`config.mk`:
```
export PLATFORM = sky130hd
export DESIGN_NAME = monitor_host_control_pins
export DESIGN_NICKNAME = d
export VERILOG_FILES = /design/src/rtl/monitor_pins_pkg.sv /design/src/rtl/sync_stage.sv /design/src/rtl/monitor_host_control_pins.sv
export VERILOG_INCLUDE_DIRS = /design/src /design/src/rtl
export SDC_FILE = /design/constraint.sdc
export NUM_CORES = 1
export LEC_CHECK = 0
export ABC_AREA = 1
export BUFFER_PORTS_ARGS = -buffer_cell sky130_fd_sc_hd__buf_2
export CAP_MARGIN = 5
export CORE_MARGIN = 5
export CORE_UTILIZATION = 40
export DETAILED_ROUTE_END_ITERATION = 12
export HOLD_SLACK_MARGIN = 0.15
export PLACE_DENSITY_LB_ADDON = 0.2
export SLEW_MARGIN = 20
export SYNTH_ARGS = -nofsm -noshare
export SYNTH_HDL_FRONTEND = slang
export SYNTH_HIERARCHICAL = 1
export SYNTH_SLANG_ARGS = --single-unit
export TNS_END_PERCENT = 20
```
`constraint.sdc`:
```
create_clock -name mclk -period 1.8 [get_ports mclk]
set_clock_uncertainty 0.2 [all_clocks]
set_input_delay 0.45 -clock mclk [delete_from_list [all_inputs] [get_ports mclk]]
set_output_delay 0.45 -clock mclk [all_outputs]
set_load 0.02 [all_outputs]
```
`src/rtl/monitor_pins_defs.svh`:
```
// constants for the host-side control pins of the monitor device
`ifndef MONITOR_PINS_DEFS_SVH
`define MONITOR_PINS_DEFS_SVH
// ****************************************
// timing
// ****************************************
`define MCLK_PERIOD_NS 25
`define DAV_PULSE_NS 1000
`define DAV_PULSE_CYCLES ((`DAV_PULSE_NS + `MCLK_PERIOD_NS - 1) / `MCLK_PERIOD_NS)
// ****************************************
// i2c framing and gpio count
// ****************************************
`define I2C_ADDR_HI_DEFAULT 4'h6
`define BITS_PER_BYTE 4'h8
`define GPIO_COUNT_DEFAULT 4
`endif

```
`src/rtl/monitor_pins_pkg.sv`:
```
// types for the host-side control pins of the monitor device
package monitor_pins_pkg;
  typedef enum logic [2:0] {
    I_IDLE,
    I_ADDR,
    I_ACK,
    I_WDATA,
    I_RDATA,
    I_RACK,
    I_IGNORE
  } i2c_state_t;
endpackage

```
`src/rtl/sync_stage.sv`:
```
// two-flop synchroniser for a vector of pin inputs
`timescale 1ns/1ps
`default_nettype none
module sync_stage #(
  parameter int W = 8
) (
  input wire logic mclk,
  input wire logic sys_rst,
  input wire logic [W-1:0] pinIn,
  output logic [W-1:0] pinSync
);
  typedef struct packed {
    logic [W-1:0] first;
    logic [W-1:0] second;
  } sync_t;

  sync_t st;
  sync_t next_st;

  generate
    if (W < 1) begin : g_chk
      $error("sync_stage width must be at least one");
    end
  endgenerate

  // idle pins sit high, so reset to ones to avoid false edges
  always_comb begin
    if (sys_rst) begin
      next_st = '1;
    end else begin
      next_st.first = pinIn;
      next_st.second = st.first;
    end
  end

  always_ff @(posedge mclk) begin
    st <= next_st;
  end

  assign pinSync = st.second;
endmodule // sync_stage
`default_nettype wire

```
`src/rtl/monitor_host_control_pins.sv`:
```
// host-facing control pins: reset, trigger, data-available, serial port, gpio
`timescale 1ns/1ps
`default_nettype none
`include "monitor_pins_defs.svh"
module monitor_host_control_pins
  import monitor_pins_pkg::*;
#(
  parameter int GPIO_COUNT = `GPIO_COUNT_DEFAULT,
  parameter logic [3:0] I2C_ADDR_HI = `I2C_ADDR_HI_DEFAULT
) (
  input wire logic mclk,
  input wire logic sys_rst,
  input wire logic resetPinN,
  input wire logic ext_conv_trigger_n,
  output logic data_avail_n,
  input wire logic autoMode,
  input wire logic convDone,
  input wire logic cycleDone,
  input wire logic davClear,
  output logic convStart,
  output logic coreReset,
  input wire logic ifaceSelStrap,
  output logic spiSelected,
  output logic i2cSelected,
  input wire logic serialClk,
  input wire logic shared_serial_data_in,
  output logic shared_serial_data_out,
  output logic shared_serial_data_oe_n,
  input wire logic select_or_addr_bit0,
  input wire logic serial_out_or_addr_bit1_in,
  output logic serial_out_or_addr_bit1_out,
  output logic serial_out_or_addr_bit1_oe_n,
  input wire logic i2c_addr_bit2,
  output logic [7:0] rxData,
  output logic rxValid,
  input wire logic [7:0] txData,
  output logic txTaken,
  input wire logic [GPIO_COUNT-1:0] gpioIn,
  output logic [GPIO_COUNT-1:0] gpioOut,
  output logic [GPIO_COUNT-1:0] gpioOe_n,
  input wire logic [GPIO_COUNT-1:0] gpioPullLow,
  output logic [GPIO_COUNT-1:0] gpioLevel
);
  localparam int SW = GPIO_COUNT + 8;
  localparam logic [5:0] DAV_CYCLES = 6'(`DAV_PULSE_CYCLES);

  generate
    if (GPIO_COUNT < 1 || `DAV_PULSE_CYCLES > 63) begin : g_chk
      $error("unsupported gpio count or pulse length");
    end
  endgenerate

  typedef struct packed {
    logic strapDone;
    logic [1:0] strapWait;
    logic spiSel;
    logic coreRst;
    logic sclPrev;
    logic sdaPrev;
    logic csPrev;
    logic convPrev;
    logic convStart;
    logic davN;
    logic [5:0] davCnt;
    i2c_state_t ist;
    logic [3:0] bitCnt;
    logic [7:0] rxSh;
    logic [7:0] txSh;
    logic rw;
    logic nack;
    logic [7:0] rxData;
    logic rxValid;
    logic txTaken;
    logic sdaOe_n;
    logic sdoBit;
    logic sdoOe_n;
    logic [GPIO_COUNT-1:0] gpioOut;
    logic [GPIO_COUNT-1:0] gpioOe_n;
    logic [GPIO_COUNT-1:0] gpioLevel;
  } state_t;

  state_t st;
  state_t next_st;
  logic [SW-1:0] pinSync;

  // ****************************************
  // pin synchronisers
  // ****************************************
  sync_stage #(.W(SW)) u_sync (
    .mclk(mclk),
    .sys_rst(sys_rst),
    .pinIn({gpioIn, ifaceSelStrap, i2c_addr_bit2, serial_out_or_addr_bit1_in,
            select_or_addr_bit0, shared_serial_data_in, serialClk, ext_conv_trigger_n,
            resetPinN}),
    .pinSync(pinSync)
  );

  logic rstPinS, convS, sclS, sdaS, csS, a1S, a2S, strapS;
  logic [GPIO_COUNT-1:0] gpioS;
  assign {gpioS, strapS, a2S, a1S, csS, sdaS, sclS, convS, rstPinS} = pinSync;

  function automatic logic addrHit(input logic [6:0] a, input logic [3:0] hi,
                                   input logic b2, input logic b1, input logic b0);
    addrHit = (a == {hi, b2, b1, b0});
  endfunction

  logic sclRise, sclFall, i2cStart, i2cStop;
  assign sclRise = sclS & ~st.sclPrev;
  assign sclFall = ~sclS & st.sclPrev;
  assign i2cStart = sclS & st.sclPrev & st.sdaPrev & ~sdaS;
  assign i2cStop = sclS & st.sclPrev & ~st.sdaPrev & sdaS;

  // ****************************************
  // next-state logic
  // ****************************************
  always_comb begin
    next_st = st;
    next_st.convStart = 1'b0;
    next_st.rxValid = 1'b0;
    next_st.txTaken = 1'b0;
    if (sys_rst || !rstPinS) begin
      next_st = '0;
      next_st.coreRst = 1'b1;
      next_st.sclPrev = 1'b1;
      next_st.sdaPrev = 1'b1;
      next_st.csPrev = 1'b1;
      next_st.convPrev = 1'b1;
      next_st.davN = 1'b1;
      next_st.ist = I_IDLE;
      next_st.sdaOe_n = 1'b1;
      next_st.sdoOe_n = 1'b1;
      next_st.gpioOe_n = '1;
      next_st.gpioLevel = '1;
    end else begin
      next_st.coreRst = 1'b0;
      next_st.sclPrev = sclS;
      next_st.sdaPrev = sdaS;
      next_st.csPrev = csS;
      next_st.convPrev = convS;
      // strap held until the synchroniser has flushed its reset ones, then frozen
      if (!st.strapDone) begin
        next_st.strapWait = st.strapWait + 2'h1;
        next_st.strapDone = st.strapWait[1];
        next_st.spiSel = strapS;
      end
      next_st.convStart = st.convPrev & ~convS;

      // data-available indicator
      if (autoMode) begin
        if (cycleDone) begin
          next_st.davCnt = DAV_CYCLES;
          next_st.davN = 1'b0;
        end else if (st.davCnt > 6'h01) begin
          next_st.davCnt = st.davCnt - 6'h01;
        end else begin
          next_st.davCnt = 6'h00;
          next_st.davN = 1'b1;
        end
      end else begin
        next_st.davCnt = 6'h00;
        // completion wins over a clear in the same cycle
        if (convDone) begin
          next_st.davN = 1'b0;
        end else if (davClear || st.convStart) begin
          next_st.davN = 1'b1;
        end
      end

      // open-drain gpio: output data fixed low, enable only pulls
      next_st.gpioOut = '0;
      next_st.gpioOe_n = ~gpioPullLow;
      next_st.gpioLevel = gpioS;

      // ****************************************
      // spi port
      // ****************************************
      if (st.strapDone && st.spiSel) begin
        next_st.sdaOe_n = 1'b1;
        next_st.ist = I_IDLE;
        if (csS) begin
          next_st.sdoOe_n = 1'b1;
          next_st.bitCnt = 4'h0;
        end else begin
          next_st.sdoOe_n = 1'b0;
          if (st.csPrev) begin
            next_st.txSh = txData;
            next_st.sdoBit = txData[7];
            next_st.txTaken = 1'b1;
            next_st.bitCnt = 4'h0;
          end else if (sclRise) begin
            next_st.rxSh = {st.rxSh[6:0], sdaS};
            next_st.bitCnt = {1'b0, 3'(st.bitCnt[2:0] + 3'h1)};
            if (st.bitCnt[2:0] == 3'h7) begin
              next_st.rxData = {st.rxSh[6:0], sdaS};
              next_st.rxValid = 1'b1;
            end
          end else if (sclFall) begin
            if (st.bitCnt[2:0] == 3'h0) begin
              next_st.txSh = txData;
              next_st.sdoBit = txData[7];
              next_st.txTaken = 1'b1;
            end else begin
              next_st.txSh = {st.txSh[6:0], 1'b0};
              next_st.sdoBit = st.txSh[6];
            end
          end
        end
      end else if (st.strapDone) begin
        // ****************************************
        // i2c port, address pins only read here
        // ****************************************
        next_st.sdoOe_n = 1'b1;
        if (i2cStart) begin
          next_st.ist = I_ADDR;
          next_st.bitCnt = 4'h0;
          next_st.sdaOe_n = 1'b1;
        end else if (i2cStop) begin
          next_st.ist = I_IDLE;
          next_st.sdaOe_n = 1'b1;
        end else begin
          case (st.ist)
            I_ADDR, I_WDATA: begin
              if (sclRise) begin
                next_st.rxSh = {st.rxSh[6:0], sdaS};
                next_st.bitCnt = st.bitCnt + 4'h1;
              end else if (sclFall && st.bitCnt == `BITS_PER_BYTE) begin
                next_st.bitCnt = 4'h0;
                if (st.ist == I_WDATA) begin
                  next_st.rxData = st.rxSh;
                  next_st.rxValid = 1'b1;
                  next_st.ist = I_ACK;
                  next_st.sdaOe_n = 1'b0;
                end else if (addrHit(st.rxSh[7:1], I2C_ADDR_HI, a2S, a1S, csS)) begin
                  next_st.rw = st.rxSh[0];
                  next_st.ist = I_ACK;
                  next_st.sdaOe_n = 1'b0;
                end else begin
                  next_st.ist = I_IGNORE;
                end
              end
            end
            I_ACK: begin
              if (sclFall) begin
                if (st.rw) begin
                  next_st.txSh = txData;
                  next_st.txTaken = 1'b1;
                  next_st.sdaOe_n = txData[7];
                  next_st.ist = I_RDATA;
                end else begin
                  next_st.sdaOe_n = 1'b1;
                  next_st.ist = I_WDATA;
                end
              end
            end
            I_RDATA: begin
              if (sclFall) begin
                next_st.bitCnt = st.bitCnt + 4'h1;
                next_st.txSh = {st.txSh[6:0], 1'b0};
                if (st.bitCnt == 4'h7) begin
                  next_st.sdaOe_n = 1'b1;
                  next_st.bitCnt = 4'h0;
                  next_st.ist = I_RACK;
                end else begin
                  next_st.sdaOe_n = st.txSh[6];
                end
              end
            end
            I_RACK: begin
              if (sclRise) begin
                next_st.nack = sdaS;
              end else if (sclFall) begin
                if (st.nack) begin
                  next_st.ist = I_IGNORE;
                end else begin
                  next_st.txSh = txData;
                  next_st.txTaken = 1'b1;
                  next_st.sdaOe_n = txData[7];
                  next_st.ist = I_RDATA;
                end
              end
            end
            default: begin
              next_st.sdaOe_n = 1'b1;
            end
          endcase
        end
      end
    end
  end

  always_ff @(posedge mclk) begin
    st <= next_st;
  end

  // ****************************************
  // outputs, all registered except the constant-low shared_serial_data_out and the two port selects, each an AND of two flops
  // ****************************************
  assign data_avail_n = st.davN;
  assign convStart = st.convStart;
  assign coreReset = st.coreRst;
  assign spiSelected = st.strapDone & st.spiSel;
  assign i2cSelected = st.strapDone & ~st.spiSel;
  assign shared_serial_data_out = 1'b0;
  assign shared_serial_data_oe_n = st.sdaOe_n;
  assign serial_out_or_addr_bit1_out = st.sdoBit;
  assign serial_out_or_addr_bit1_oe_n = st.sdoOe_n;
  assign rxData = st.rxData;
  assign rxValid = st.rxValid;
  assign txTaken = st.txTaken;
  assign gpioOut = st.gpioOut;
  assign gpioOe_n = st.gpioOe_n;
  assign gpioLevel = st.gpioLevel;
endmodule // monitor_host_control_pins
`default_nettype wire

```
; After elaboration in Yosys (flattened, before gate mapping)
; Cells that the tools add are included.
; W data, S select, Z words.
[word_totals]
output_inout_bits = 31
regBits = 90
input_bits = 30
elab_cells = 220
[op_classes]
n_bitwise = 25
reduce_logical = 29
order_cmp = 1
n_eq_ne = 40
mux = 92
add_sub_neg = 4
[op_table]
columns = cell, count
row1 = $mux W8, 13
row2 = $mux W63, 1
row3 = $mux W9, 7
row4 = $mux W7, 6
row5 = $mux W36, 1
row6 = $ne A4 B4 Y1 const B, 9
row7 = $mux W1, 33
row8 = $mux W32, 1
row9 = $mux W28, 1
row10 = $ne A3 B3 Y1 const B, 9
row11 = $reduce_and A9 Y1, 3
row12 = $mux W3, 8
row13 = $pmux W8 S3, 1
row14 = $mux W23, 1
row15 = $mux W16, 1
row16 = $mux W4, 4
row17 = $ne A5 B5 Y1 const B, 3
row18 = $not A1 Y1, 14
row19 = $reduce_and A13 Y1, 1
row20 = $mux W12, 1
row21 = $mux W2, 6
row22 = $pmux W3 S4, 1
row23 = $reduce_and A6 Y1, 2
row24 = $mux W11, 1
row25 = 36 further kinds, 63

; Depth between registers and ports, before layout
; Gate-level depths: netlist (run 1).
[depth]
depth_word = 11
depth_mapped = 12
mapped_depth_nobuf = 11

; Cells and area by module
; The synthesis (run 1) kept the hierarchy.
[modules_own_cells]
columns = mod, area_per_inst_um2, cells_per_inst, instances, seq_area_each_um2
row1 = monitor_host_control_pins, 3373.2, 519, 1, 1241.2
row2 = sync_stage, 779.5, 87, 1, 480.5

; Worst setup path after synthesis (run 1)
; Ideal clock, no wire load.
[synth_path]
kind = register -> register
from = register st[66] (netlist name)
to = register st[41] (netlist name)
path_slack_ps = 134
n_path_buf = 2
required_time_ps = 1487
path_stages_with_launch = 10
period_less_slack_ps = 1666
t_arrival_ps = 1354
setup_ps = 113
cell_sequence = dfxtp_1 buf_4 inv_1 nor2_4 o22ai_1 nor2_4 buf_4 nand2_1 nand2_1 nor2_1
[synth_via]
elab_chain_len = 3
word_cells_on_any_way = 10
cone_classes = 5 x eq/ne / 1 x mux / 4 x reduce/logical
[synth_rtl]
columns = element, line
row1 = start: declaration, monitor_host_control_pins.sv:82  ; state_t st;
row2 = start signal: assignment, monitor_host_control_pins.sv:292  ; st <= next_st;
row3 = $logic_and A1 B1 Y1, monitor_host_control_pins.sv:177  ; if (st.strapDone && st.spiSel) begin
row4 = $ne A2 B2 Y1 (no source line) (tied with other cells), -
row5 = $reduce_and A8 Y1 (no source line), -
; Parallel ways exist; a longest one is shown, timed or not.
; A chain may end at the register's enable or synchronous reset.

; Worst setup path in the final report (run 1)
[layout_path]
from = register st[66] (netlist name)
to = output spiSelected
[layout_via]
elab_chain_len = 1
[layout_rtl]
columns = element, line
row1 = $and A1 B1 Y1, monitor_host_control_pins.sv:301  ; assign spiSelected = st.strapDone & st.spiSel;
row2 = end: declaration, monitor_host_control_pins.sv:23  ; output logic spiSelected,
; No other way between the ends.

==> results of run 1 <==
-- routing by layer --
layer	track usage (%)	up-vias	routed length [µm]
met5	0	-	0
met4	5.19	0	142
met3	3.91	14	523
met2	24.1	95	4630
met1	20.4	1726	4530
li1	-	2043	-
-- final cells by class --
| cell class | count | area (µm²) |
|---|---|---|
| fill | 1011 | 5000 |
| multi-input combinational | 404 | 1980 |
| sequential | 86 | 1740 |
| timing repair buffer | 120 | 865 |
| inverter | 74 | 283 |
| tap | 136 | 170 |
| clock buffer | 9 | 124 |
| clock inverter | 7 | 73.8 |
-- synth_stat cells --
master,instances
nand3_2,1
o21ai_0,23
conb_1,1
a31oi_1,9
clkbuf_1,5
buf_6,2
buf_4,38
nand2_1,163
inv_1,71
o22ai_1,1
nor2_1,84
or2_2,7
nand2_2,4
o311ai_0,1
nand4_2,1
o31ai_1,1
o211ai_1,3
buf_2,1
and3_1,1
nand3_1,35
nor3_1,7
inv_2,3
dfxtp_1,86
o21ai_2,1
ha_1,5
o21bai_1,1
xnor2_1,1
a21oi_1,36
a21boi_1,1
nor2_2,5
nand4_1,6
nor2_4,2
-- per-stage QoR --
stage          cell area (µm²)  total power, mW  utilization, %  setup TNS (ns)  cells
2_1_floorplan             4170             2.33               -               0    610
6_report                  5240             3.81            51.2               0    836
4_1_cts                   5030             3.84            49.2               0    829
3_5_place_dp              4610             2.45            45.0         -0.0167    793
3_3_place_gp              4610             2.44            45.0               0    793
5_1_grt                   5240             4.00            51.2          -0.266    836
-- what timing repair did --
action | in CTS | in global routing
hold buffers | 18 | 0
buffers inserted | 3 | 5
gates cloned | 0 | 2
pin swaps | 1 | 10
hold endpoints to repair | 18 | 0
resized for setup | 11 | 56
setup endpoints to repair | 3 | 34
-- logic make-up after synthesis --
| logic type | Yosys count | share of synthesized area (%) |
|---|---|---|
| buffers and inverters | 120 | 14.7 |
| AOI/OAI and AO/OA | 77 | 10.1 |
| other | 1 | 0.0903 |
| and+or+nand+nor | 316 | 31.9 |
| DFF | 86 | 41.5 |
| adders and majority gates | 5 | 1.51 |
| xor gates and xnor gates | 1 | 0.211 |
-- worst max-delay path, cell delays in order, from the launching register on --
cell	delay, ns
dfxtp_4	0.37
nand2_4	0.09
inv_4	0.05
buf_12	0.13
buf_6	0.12
-- power groups by stage --
stage                     clock network (mW)  registers, mW  logic (mW)
after global placement                     0           2.03       0.411
after global routing                    1.46           2.00       0.536
after floorplan                            0           2.04       0.294
after CTS                               1.39           1.99       0.459
final                                   1.34           1.99       0.484
after detailed placement                   0           2.03       0.416
-- state kept, by name, summed over array words and instances (netlist names) --
register and flops:
data_avail_n 1, st 38, gpioLevel 4, coreReset 1, txTaken 1, rxValid 1, serial_out_or_addr_bit1_out 1, gpioOe_n 4
rxData 8, u_sync/st 12, convStart 1, shared_serial_data_oe_n 1, serial_out_or_addr_bit1_oe_n 1, u_sync/pinSync 12
-- how the worst max path moves through the flow --
| stage | slack [ns] | to | cells after the start | startpoint |
|---|---|---|---|---|
| after global placement | 0.03 | st[26] | 10 | st[44] |
| after detailed placement | -0.02 | st[26] | 10 | st[44] |
| after global routing | -0.04 | st[27] | 11 | st[47] |
| after floorplan | 0.13 | st[41] | 9 | st[66] |
| final | 0.03 | spiSelected | 4 | st[66] |
| after CTS | 0.008 | st[49] | 9 | st[49] |
==> results.json, run 1 <==
{
  "critical_path.max_fanout": 9,
  "yosysTopAreaCellShare_pct": 41.5,
  "p_int_mw": 2.71,
  "hold_class": "input port to flop",
  "pwr-share-seq_pct": 52.2,
  "num_antenna_cells": 0,
  "synth_seq_cells": 86,
  "cts.sink_count": 86,
  "via_per_inst": 4.64,
  "gp_congestion": 0.869,
  "rrSetupSlack_ns": 0.03,
  "cts_buffer_depth": 2,
  "ys_types": 32,
  "yosys.area.top_type": "dfxtp_1",
  "vias": 3878,
  "drc_errors": 0,
  "initial_utilization_pct": 40.6,
  "synth_area_per_cell_um2": 6.85,
  "ant_nets": 0,
  "dp_slack_ns": -0.0167,
  "clockRootBuffer": "clkbuf_8",
  "whs_endpoint": "data_avail_n",
  "min_from": "convDone",
  "dieArea_um2": 12500,
  "pwr-share-clk_pct": 35.1,
  "synth_area_leaders": "dfxtp_1 (41%), nand2_1 (15%), nor2_1 (7.6%)",
  "postSynthCellCount": 606,
  "grt_pass1_wl_um": 15900,
  "status": "complete, no violations",
  "h-tree-depth": 3,
  "r2r-end": "rxData[3]",
  "sw_frac_of_total_pct": 28.9,
  "cp-end-kind": "primary output",
  "drv_cap": 0,
  "core_area_um2": 10200,
  "cts_buffers": 9,
  "fin_crit_sh_pct": 98.5,
  "hold_depth": 4,
  "layout_commonest_cell": "nand2_1",
  "rsz0062_at_grt": "true",
  "drt_iter0_drc": 195,
  "grt_max_degree": 33,
  "finalCriticalPeriod_ns": 1.77,
  "die_x_um": 112,
  "arrival_ns": 1.12,
  "syn2layout_area_growth_pct": 26.1,
  "whs_ns": 0.199,
  "gr-usage-all-layers_pct": 15.3,
  "place.port_buffers": 55,
  "hpwlAfterDp_um": 7000,
  "ys_seq_area_share_pct": 41.5,
  "start_kind": "flop",
  "cts_tree": "done",
  "placementRows": 37,
  "finalHoldViolations": 0,
  "ys_warn_count": 6,
  "routed_wl_um": 9830,
  "pwr-share-comb_pct": 12.7,
  "critical_path_class": "flop to primary output",
  "setup_viol": 0,
  "antenna_found_initial": 0,
  "final_cell_mix": "nand2_1 (158), nor2_1 (78), dfxtp_1 (76)",
  "worstPathRequired_ns": 1.15,
  "grt.overflow.total": 0,
  "drive_above_1_share_pct": 25.9,
  "setup_ws_ns": 0.0275,
  "slew_viol_final": 0,
  "clk_pin_slew_ns": 0.09,
  "layout.nets": 730,
  "insertion_delay_ns": 0.37,
  "p_per_area_nw_per_um2": 729,
  "vdd_drop_max_mv": 0.351,
  "die_y_um": 112,
  "switching_power_mw": 1.10,
  "synth_area_um2": 4150,
  "p_leak_nw": 2.47,
  "max_freq_ghz": 0.564,
  "wl_per_cell_um": 11.8,
  "io_pins": 61,
  "reg2reg_depth": 8,
  "grt_pass1_vias": 3353,
  "r2r-start": "st[43]",
  "first_pass_iters": 5
}
Note: power is estimated with default switching activity, not from simulation.
==> inputs of run 2 (changes only) <==
--- a/config.mk
+++ b/config.mk
@@ -13,7 +13,7 @@
 export CORE_UTILIZATION = 40
 export DETAILED_ROUTE_END_ITERATION = 12
 export HOLD_SLACK_MARGIN = 0.15
-export PLACE_DENSITY_LB_ADDON = 0.2
+export PLACE_DENSITY = 0.68
 export SLEW_MARGIN = 20
 export SYNTH_ARGS = -nofsm -noshare
 export SYNTH_HDL_FRONTEND = slang
==> run 2 against run 1 <==
Net effect: the run now ends with setup timing left; routed wire length is 1.2% higher; critical path depth stayed put; sequential power hardly changed; flip-flop and latch count stayed put; clock power hardly changed; die area stayed put; final area is 0.81% lower; first-iteration DRC count is 31% higher; largest cell class unchanged; largest power group unchanged.
==> results.json, run 2 (synthesized netlist as in run 1, its figures left out) <==
{
  "status": "complete, but fails checks",
  "violations": "setup timing",
  "critPathSlowestCell": "dfxtp_2",
  "vias": 3906,
  "io_pins": 61,
  "drt_iter0_drc": 256,
  "final_cell_mix": "nand2_1 (155), nor2_1 (77), dfxtp_1 (76)",
  "h-tree-depth": 3,
  "critical_path.max_fanout": 4,
  "ant_nets": 0,
  "dieArea_um2": 12500,
  "finalCriticalPeriod_ns": 1.84,
  "crit_path_frequent_cell": "buf_6",
  "cpPeakStageDelay_ns": 0.34,
  "wl_per_cell_um": 12.0,
  "clockRootBuffer": "clkbuf_8",
  "slew_viol_final": 0,
  "grt_max_degree": 33,
  "fin_setup_tns_ns": -0.0703,
  "fin_crit_sh_pct": 102,
  "drc_errors": 0,
  "num_antenna_cells": 0,
  "placementRows": 37,
  "core_area_um2": 10200,
  "finalHoldViolations": 0,
  "first_pass_iters": 5,
  "arrival_ns": 1.19,
  "dp_slack_ns": -0.0848,
  "routed_wl_um": 9950,
  "gp_congestion": 0.915,
  "cts_buffer_depth": 2,
  "vdd_drop_max_mv": 0.422,
  "clk_pin_slew_ns": 0.10,
  "grt_pass1_wl_um": 16200,
  "rsz0062_at_grt": "true",
  "p_leak_nw": 2.43,
  "layout.nets": 721,
  "dpl.cell_count": 784,
  "crit_buf_inv": 3,
  "post-route-util_pct": 50.8,
  "cts.sink_count": 86,
  "critical_path_class": "flop to primary output",
  "grt_pass1_vias": 3640,
  "cts_buffers": 9,
  "start_kind": "flop",
  "hold_class": "flop to flop",
  "place.port_buffers": 55,
  "largest_reg_flops": 38,
  "path_delay_family": "flip-flops",
  "via_per_inst": 4.72,
  "path_cells": "buf_6 -> nor2_4 -> buf_6 -> buf_6",
  "drive_above_1_share_pct": 25.9,
  "insertion_delay_ns": 0.36,
  "syn2layout_area_growth_pct": 25.0,
  "antenna_found_initial": 0,
  "gr-usage-all-layers_pct": 15.4,
  "setup_viol": 2,
  "layout_commonest_cell": "nand2_1",
  "die_y_um": 112,
  "drv_cap": 0,
  "grt.overflow.total": 0,
  "hpwlAfterDp_um": 6890,
  "whs_ns": 0.213,
  "regMostFlops": "st",
  "finalNonFillerCells": 827,
  "initial_utilization_pct": 40.6,
  "die_x_um": 112,
  "setup_ws_ns": -0.0448,
  "p_per_area_nw_per_um2": 737,
  "cp-end-kind": "primary output",
  "max_freq_ghz": 0.542,
  "worstPathRequired_ns": 1.15,
  "cts_tree": "done"
}
==> run 2: path summary, 6_finish.rpt <==
kind / from / end / slack [ns] / depth (start not counted)
setup reg to reg: st[43] / st[47] / 0.02 / 11
hold / removal: u_sync/st[15] / u_sync/pinSync[3] / 0.21 / 2
hold reg to reg: u_sync/st[15] / u_sync/pinSync[3] / 0.21 / 2
setup / recovery: st[63] / i2cSelected / -0.04 / 4
==> run 2: metrics by stage <==
stage                     cell area, µm²  power (mW)
after floorplan                     4170        2.33
after global placement              4540        2.43
after detailed placement            4540        2.45
after CTS                           4960        3.83
after global routing                5190        4.01
final                               5190        3.83
==> run 2: worst min-delay path: cells and delay by family, from the launching register on <==
kind / cells / cell delay [ns]
DFF: 1 / 0.31
buffers and inverters: 1 / 0.04
and+or+nand+nor: 1 / 0.04
==> run 2: where the power goes <==
group	internal, mW	total [mW]	switching [mW]
Combinational	0.211	0.493	0.282
Sequential	1.96	1.99	0.0330
Clock	0.550	1.34	0.793
==> run 2: routing by layer <==
metal	up-vias	global-route usage (%)	share of wire, %
li1	2027	-	-
met5	-	0	0
met2	103	25.9	48
met1	1758	19.3	46
met4	0	6.49	1.9
met3	18	3.10	4.0
==> run 2: cell type report <==
cell class	count	area (µm²)
Clock buffer	9	124
Clock inverter	7	71.3
Fill cell	966	5040
Inverter	74	283
Multi-Input combinational cell	404	2000
Sequential cell	86	1740
Tap cell	136	170
Timing Repair Buffer	111	803
==> run 2: timing repair <==
action                     CTS  global route
hold endpoints to repair    18             0
setup endpoints to repair   15            36
hold buffers                18             0
gates cloned                 0             2
buffers inserted             1             6
gates resized for setup     15            61
pin swaps                    1            14
==> inputs of run 3 (changes only) <==
--- a/config.mk
+++ b/config.mk
@@ -9,11 +9,13 @@
 export ABC_AREA = 1
 export BUFFER_PORTS_ARGS = -buffer_cell sky130_fd_sc_hd__buf_2
 export CAP_MARGIN = 5
+export CELL_PAD_IN_SITES_DETAIL_PLACEMENT = 1
+export CELL_PAD_IN_SITES_GLOBAL_PLACEMENT = 2
 export CORE_MARGIN = 5
-export CORE_UTILIZATION = 40
+export CORE_UTILIZATION = 31
 export DETAILED_ROUTE_END_ITERATION = 12
 export HOLD_SLACK_MARGIN = 0.15
-export PLACE_DENSITY = 0.68
+export PLACE_DENSITY = 0.87
 export SLEW_MARGIN = 20
 export SYNTH_ARGS = -nofsm -noshare
 export SYNTH_HDL_FRONTEND = slang
==> run 3 against run 2 <==
Net effect: register-to-register slack barely moved; the run now ends clean; setup slack better by 0.066 ns; critical path depth rose by 8; hold slack got worse by 0.038 ns; final cell count up 6.3%; sequential share of layout area decreased by 1.8 points; sequential power is essentially flat; critical endpoint is now st[36]; fmax increased by 3.7%.
==> results.json, run 3 (synthesized netlist as in run 1, its figures left out) <==
{
  "status": "complete, no violations",
  "stdcell_area_um2": 5500,
  "first_pass_iters": 4,
  "antenna_found_initial": 0,
  "pwr-share-clk_pct": 43.6,
  "dieArea_um2": 15800,
  "pwr-share-seq_pct": 44.9,
  "pwr-share-comb_pct": 11.4,
  "crit_end": "st[36]",
  "dp_slack_ns": -0.0662,
  "met3_usage_pct": 4.57,
  "hpwlAfterDp_um": 8650,
  "grt_pass1_vias": 4275,
  "regMostFlops": "st",
  "worstPathRequired_ns": 1.89,
  "clk_pin_slew_ns": 0.07,
  "critical_path_class": "flop to flop",
  "switching_power_mw": 1.17,
  "setup_viol": 0,
  "vias": 3993,
  "p_leak_nw": 2.54,
  "whs_ns": 0.175,
  "power_mw": 4.44,
  "gp_congestion": 0.840,
  "ant_nets": 0,
  "place.port_buffers": 55,
  "start_kind": "flop",
  "sw_frac_of_total_pct": 26.4,
  "fin_crit_sh_pct": 98.8,
  "wl_per_cell_um": 13.5,
  "p_per_area_nw_per_um2": 807,
  "drv_cap": 0,
  "cts_buffer_depth": 2,
  "path_delay_family": "simple AND/OR/NAND/NOR gates",
  "grt_max_degree": 33,
  "clockRootBuffer": "clkbuf_16",
  "path_cells": "nand2_1 -> inv_2 -> nand2_4 -> buf_4 -> inv_1 -> nor2_2 -> o21ai_2 -> nor2_4 -> buf_12 -> nand2_1 -> nand2_1 -> nor2_1",
  "layout_commonest_cell": "nand2_1",
  "h-tree-depth": 3,
  "gr-usage-all-layers_pct": 15.1,
  "die_y_um": 126,
  "routed_wl_um": 11900,
  "placementRows": 42,
  "via_per_inst": 4.54,
  "rrSetupSlack_ns": 0.02,
  "critPathLaunch": "u_sync/pinSync[2]",
  "critPathSlowestCell": "dfxtp_4",
  "cts.sink_count": 86,
  "insertion_delay_ns": 0.35,
  "postPlaceCellArea_um2": 4700,
  "grt_use_met2_pct": 26.7,
  "setup_ws_ns": 0.0213,
  "slew_viol_final": 0,
  "critical_path.max_fanout": 16,
  "drc_errors": 0,
  "reg2reg_depth": 12,
  "r2r-end": "st[36]",
  "grt_pass1_wl_um": 19700,
  "hold_class": "input port to flop",
  "drive_above_1_share_pct": 28.7,
  "cp.depth": 12,
  "top_usage_layer": "met2",
  "core_area_um2": 13200,
  "cts_buffers": 9,
  "drt_iter0_drc": 132,
  "p_int_mw": 3.27,
  "grt.overflow.total": 0,
  "die_x_um": 126,
  "r2r-start": "u_sync/pinSync[2]",
  "crit_path_frequent_cell": "nand2_1",
  "rsz0062_at_grt": "true",
  "syn2layout_area_growth_pct": 32.5,
  "final_cell_mix": "nand2_1 (154), dfxtp_1 (76), nor2_1 (74)",
  "cp-end-kind": "flop",
  "finalHoldViolations": 0,
  "vdd_drop_max_mv": 0.529,
  "max_freq_ghz": 0.562,
  "initial_utilization_pct": 31.5,
  "arrival_ns": 1.87,
  "largest_reg_flops": 38,
  "cts_tree": "done",
  "layout.nets": 733,
  "crit_buf_inv": 4,
  "use_met1_pct": 17.9,
  "num_antenna_cells": 0,
  "io_pins": 61,
  "finalCriticalPeriod_ns": 1.78,
  "nFillCells": 1650,
  "cpPeakStageDelay_ns": 0.39
}
-- run 3: changes by cell type in the layout (fill, tap and decap cells not counted), moves of 3 or more --
cell	change
nor2_1	-3
buf_4	+11
inv_2	+4
clkbuf_16	+9
buf_6	+3
inv_1	-4
clkbuf_8	-9
-- run 3: stage by stage --
step	utilization (%)	instances	TNS, ns
final	41.7	879	0
after global placement	35.6	837	-0.244
after CTS	39.6	870	-0.0300
after detailed placement	35.6	837	-0.832
after global routing	41.7	879	-0.539
after floorplan	-	610	0
-- run 3: layout make-up --
type	count	area (µm²)	area share [%]
clock buffers	9	225	4.09
clock inverters	7	81.3	1.48
inverters	74	283	5.14
multi-input cells	404	2030	36.9
flip-flops and latches	86	1750	31.7
well taps	176	220	4.00
repair buffers	123	915	16.6
-- run 3: worst min path at each step --
| stage | from | to | slack (ns) | cells after the start |
|---|---|---|---|---|
| after floorplan | u_sync/st[22] | u_sync/pinSync[10] | 0.19 | 2 |
| after global placement | u_sync/st[12] | u_sync/pinSync[0] | 0.19 | 2 |
| after detailed placement | u_sync/st[15] | u_sync/pinSync[3] | 0.20 | 2 |
| after CTS | cycleDone | st[53] | 0.16 | 3 |
| after global routing | autoMode | st[55] | 0.19 | 3 |
| final | cycleDone | st[53] | 0.18 | 3 |
-- run 3: power by group through the flow --
| stage | logic, mW | clock network [mW] | registers, mW |
|---|---|---|---|
| finish | 0.509 | 1.94 | 1.99 |
| detailed placement | 0.434 | 0 | 2.04 |
| global route | 0.565 | 2.07 | 2.00 |
| CTS | 0.475 | 1.99 | 2.00 |
| floorplan | 0.294 | 0 | 2.04 |
| global placement | 0.419 | 0 | 2.03 |
-- run 3: worst reg2reg max path: stages, from the launching register on --
cell and delay, ns:
dfxtp_4 0.39, nand2_1 0.10, inv_2 0.09, nand2_4 0.08, buf_4 0.14, inv_1 0.07
nor2_2 0.05, o21ai_2 0.19, nor2_4 0.06, buf_12 0.15, nand2_1 0.06, nand2_1 0.05
nor2_1 0.10
-- run 3: what timing repair did --
| item | 4_1_cts | 5_1_grt |
|---|---|---|
| pin swaps | 2 | 24 |
| setup buffers | 2 | 8 |
| hold buffers | 16 | 0 |
| hold endpoints to repair | 16 | 0 |
| gates resized for setup | 21 | 71 |
| endpoints found under the setup margin | 34 | 34 |
| cloned | 0 | 1 |
-- run 3: routing by layer --
metal / vias up / part of all wire (%)
met5: - / 0
met4: 0 / 1.0
met3: 10 / 3.9
met2: 61 / 50
met1: 1876 / 45
li1: 2046 / -
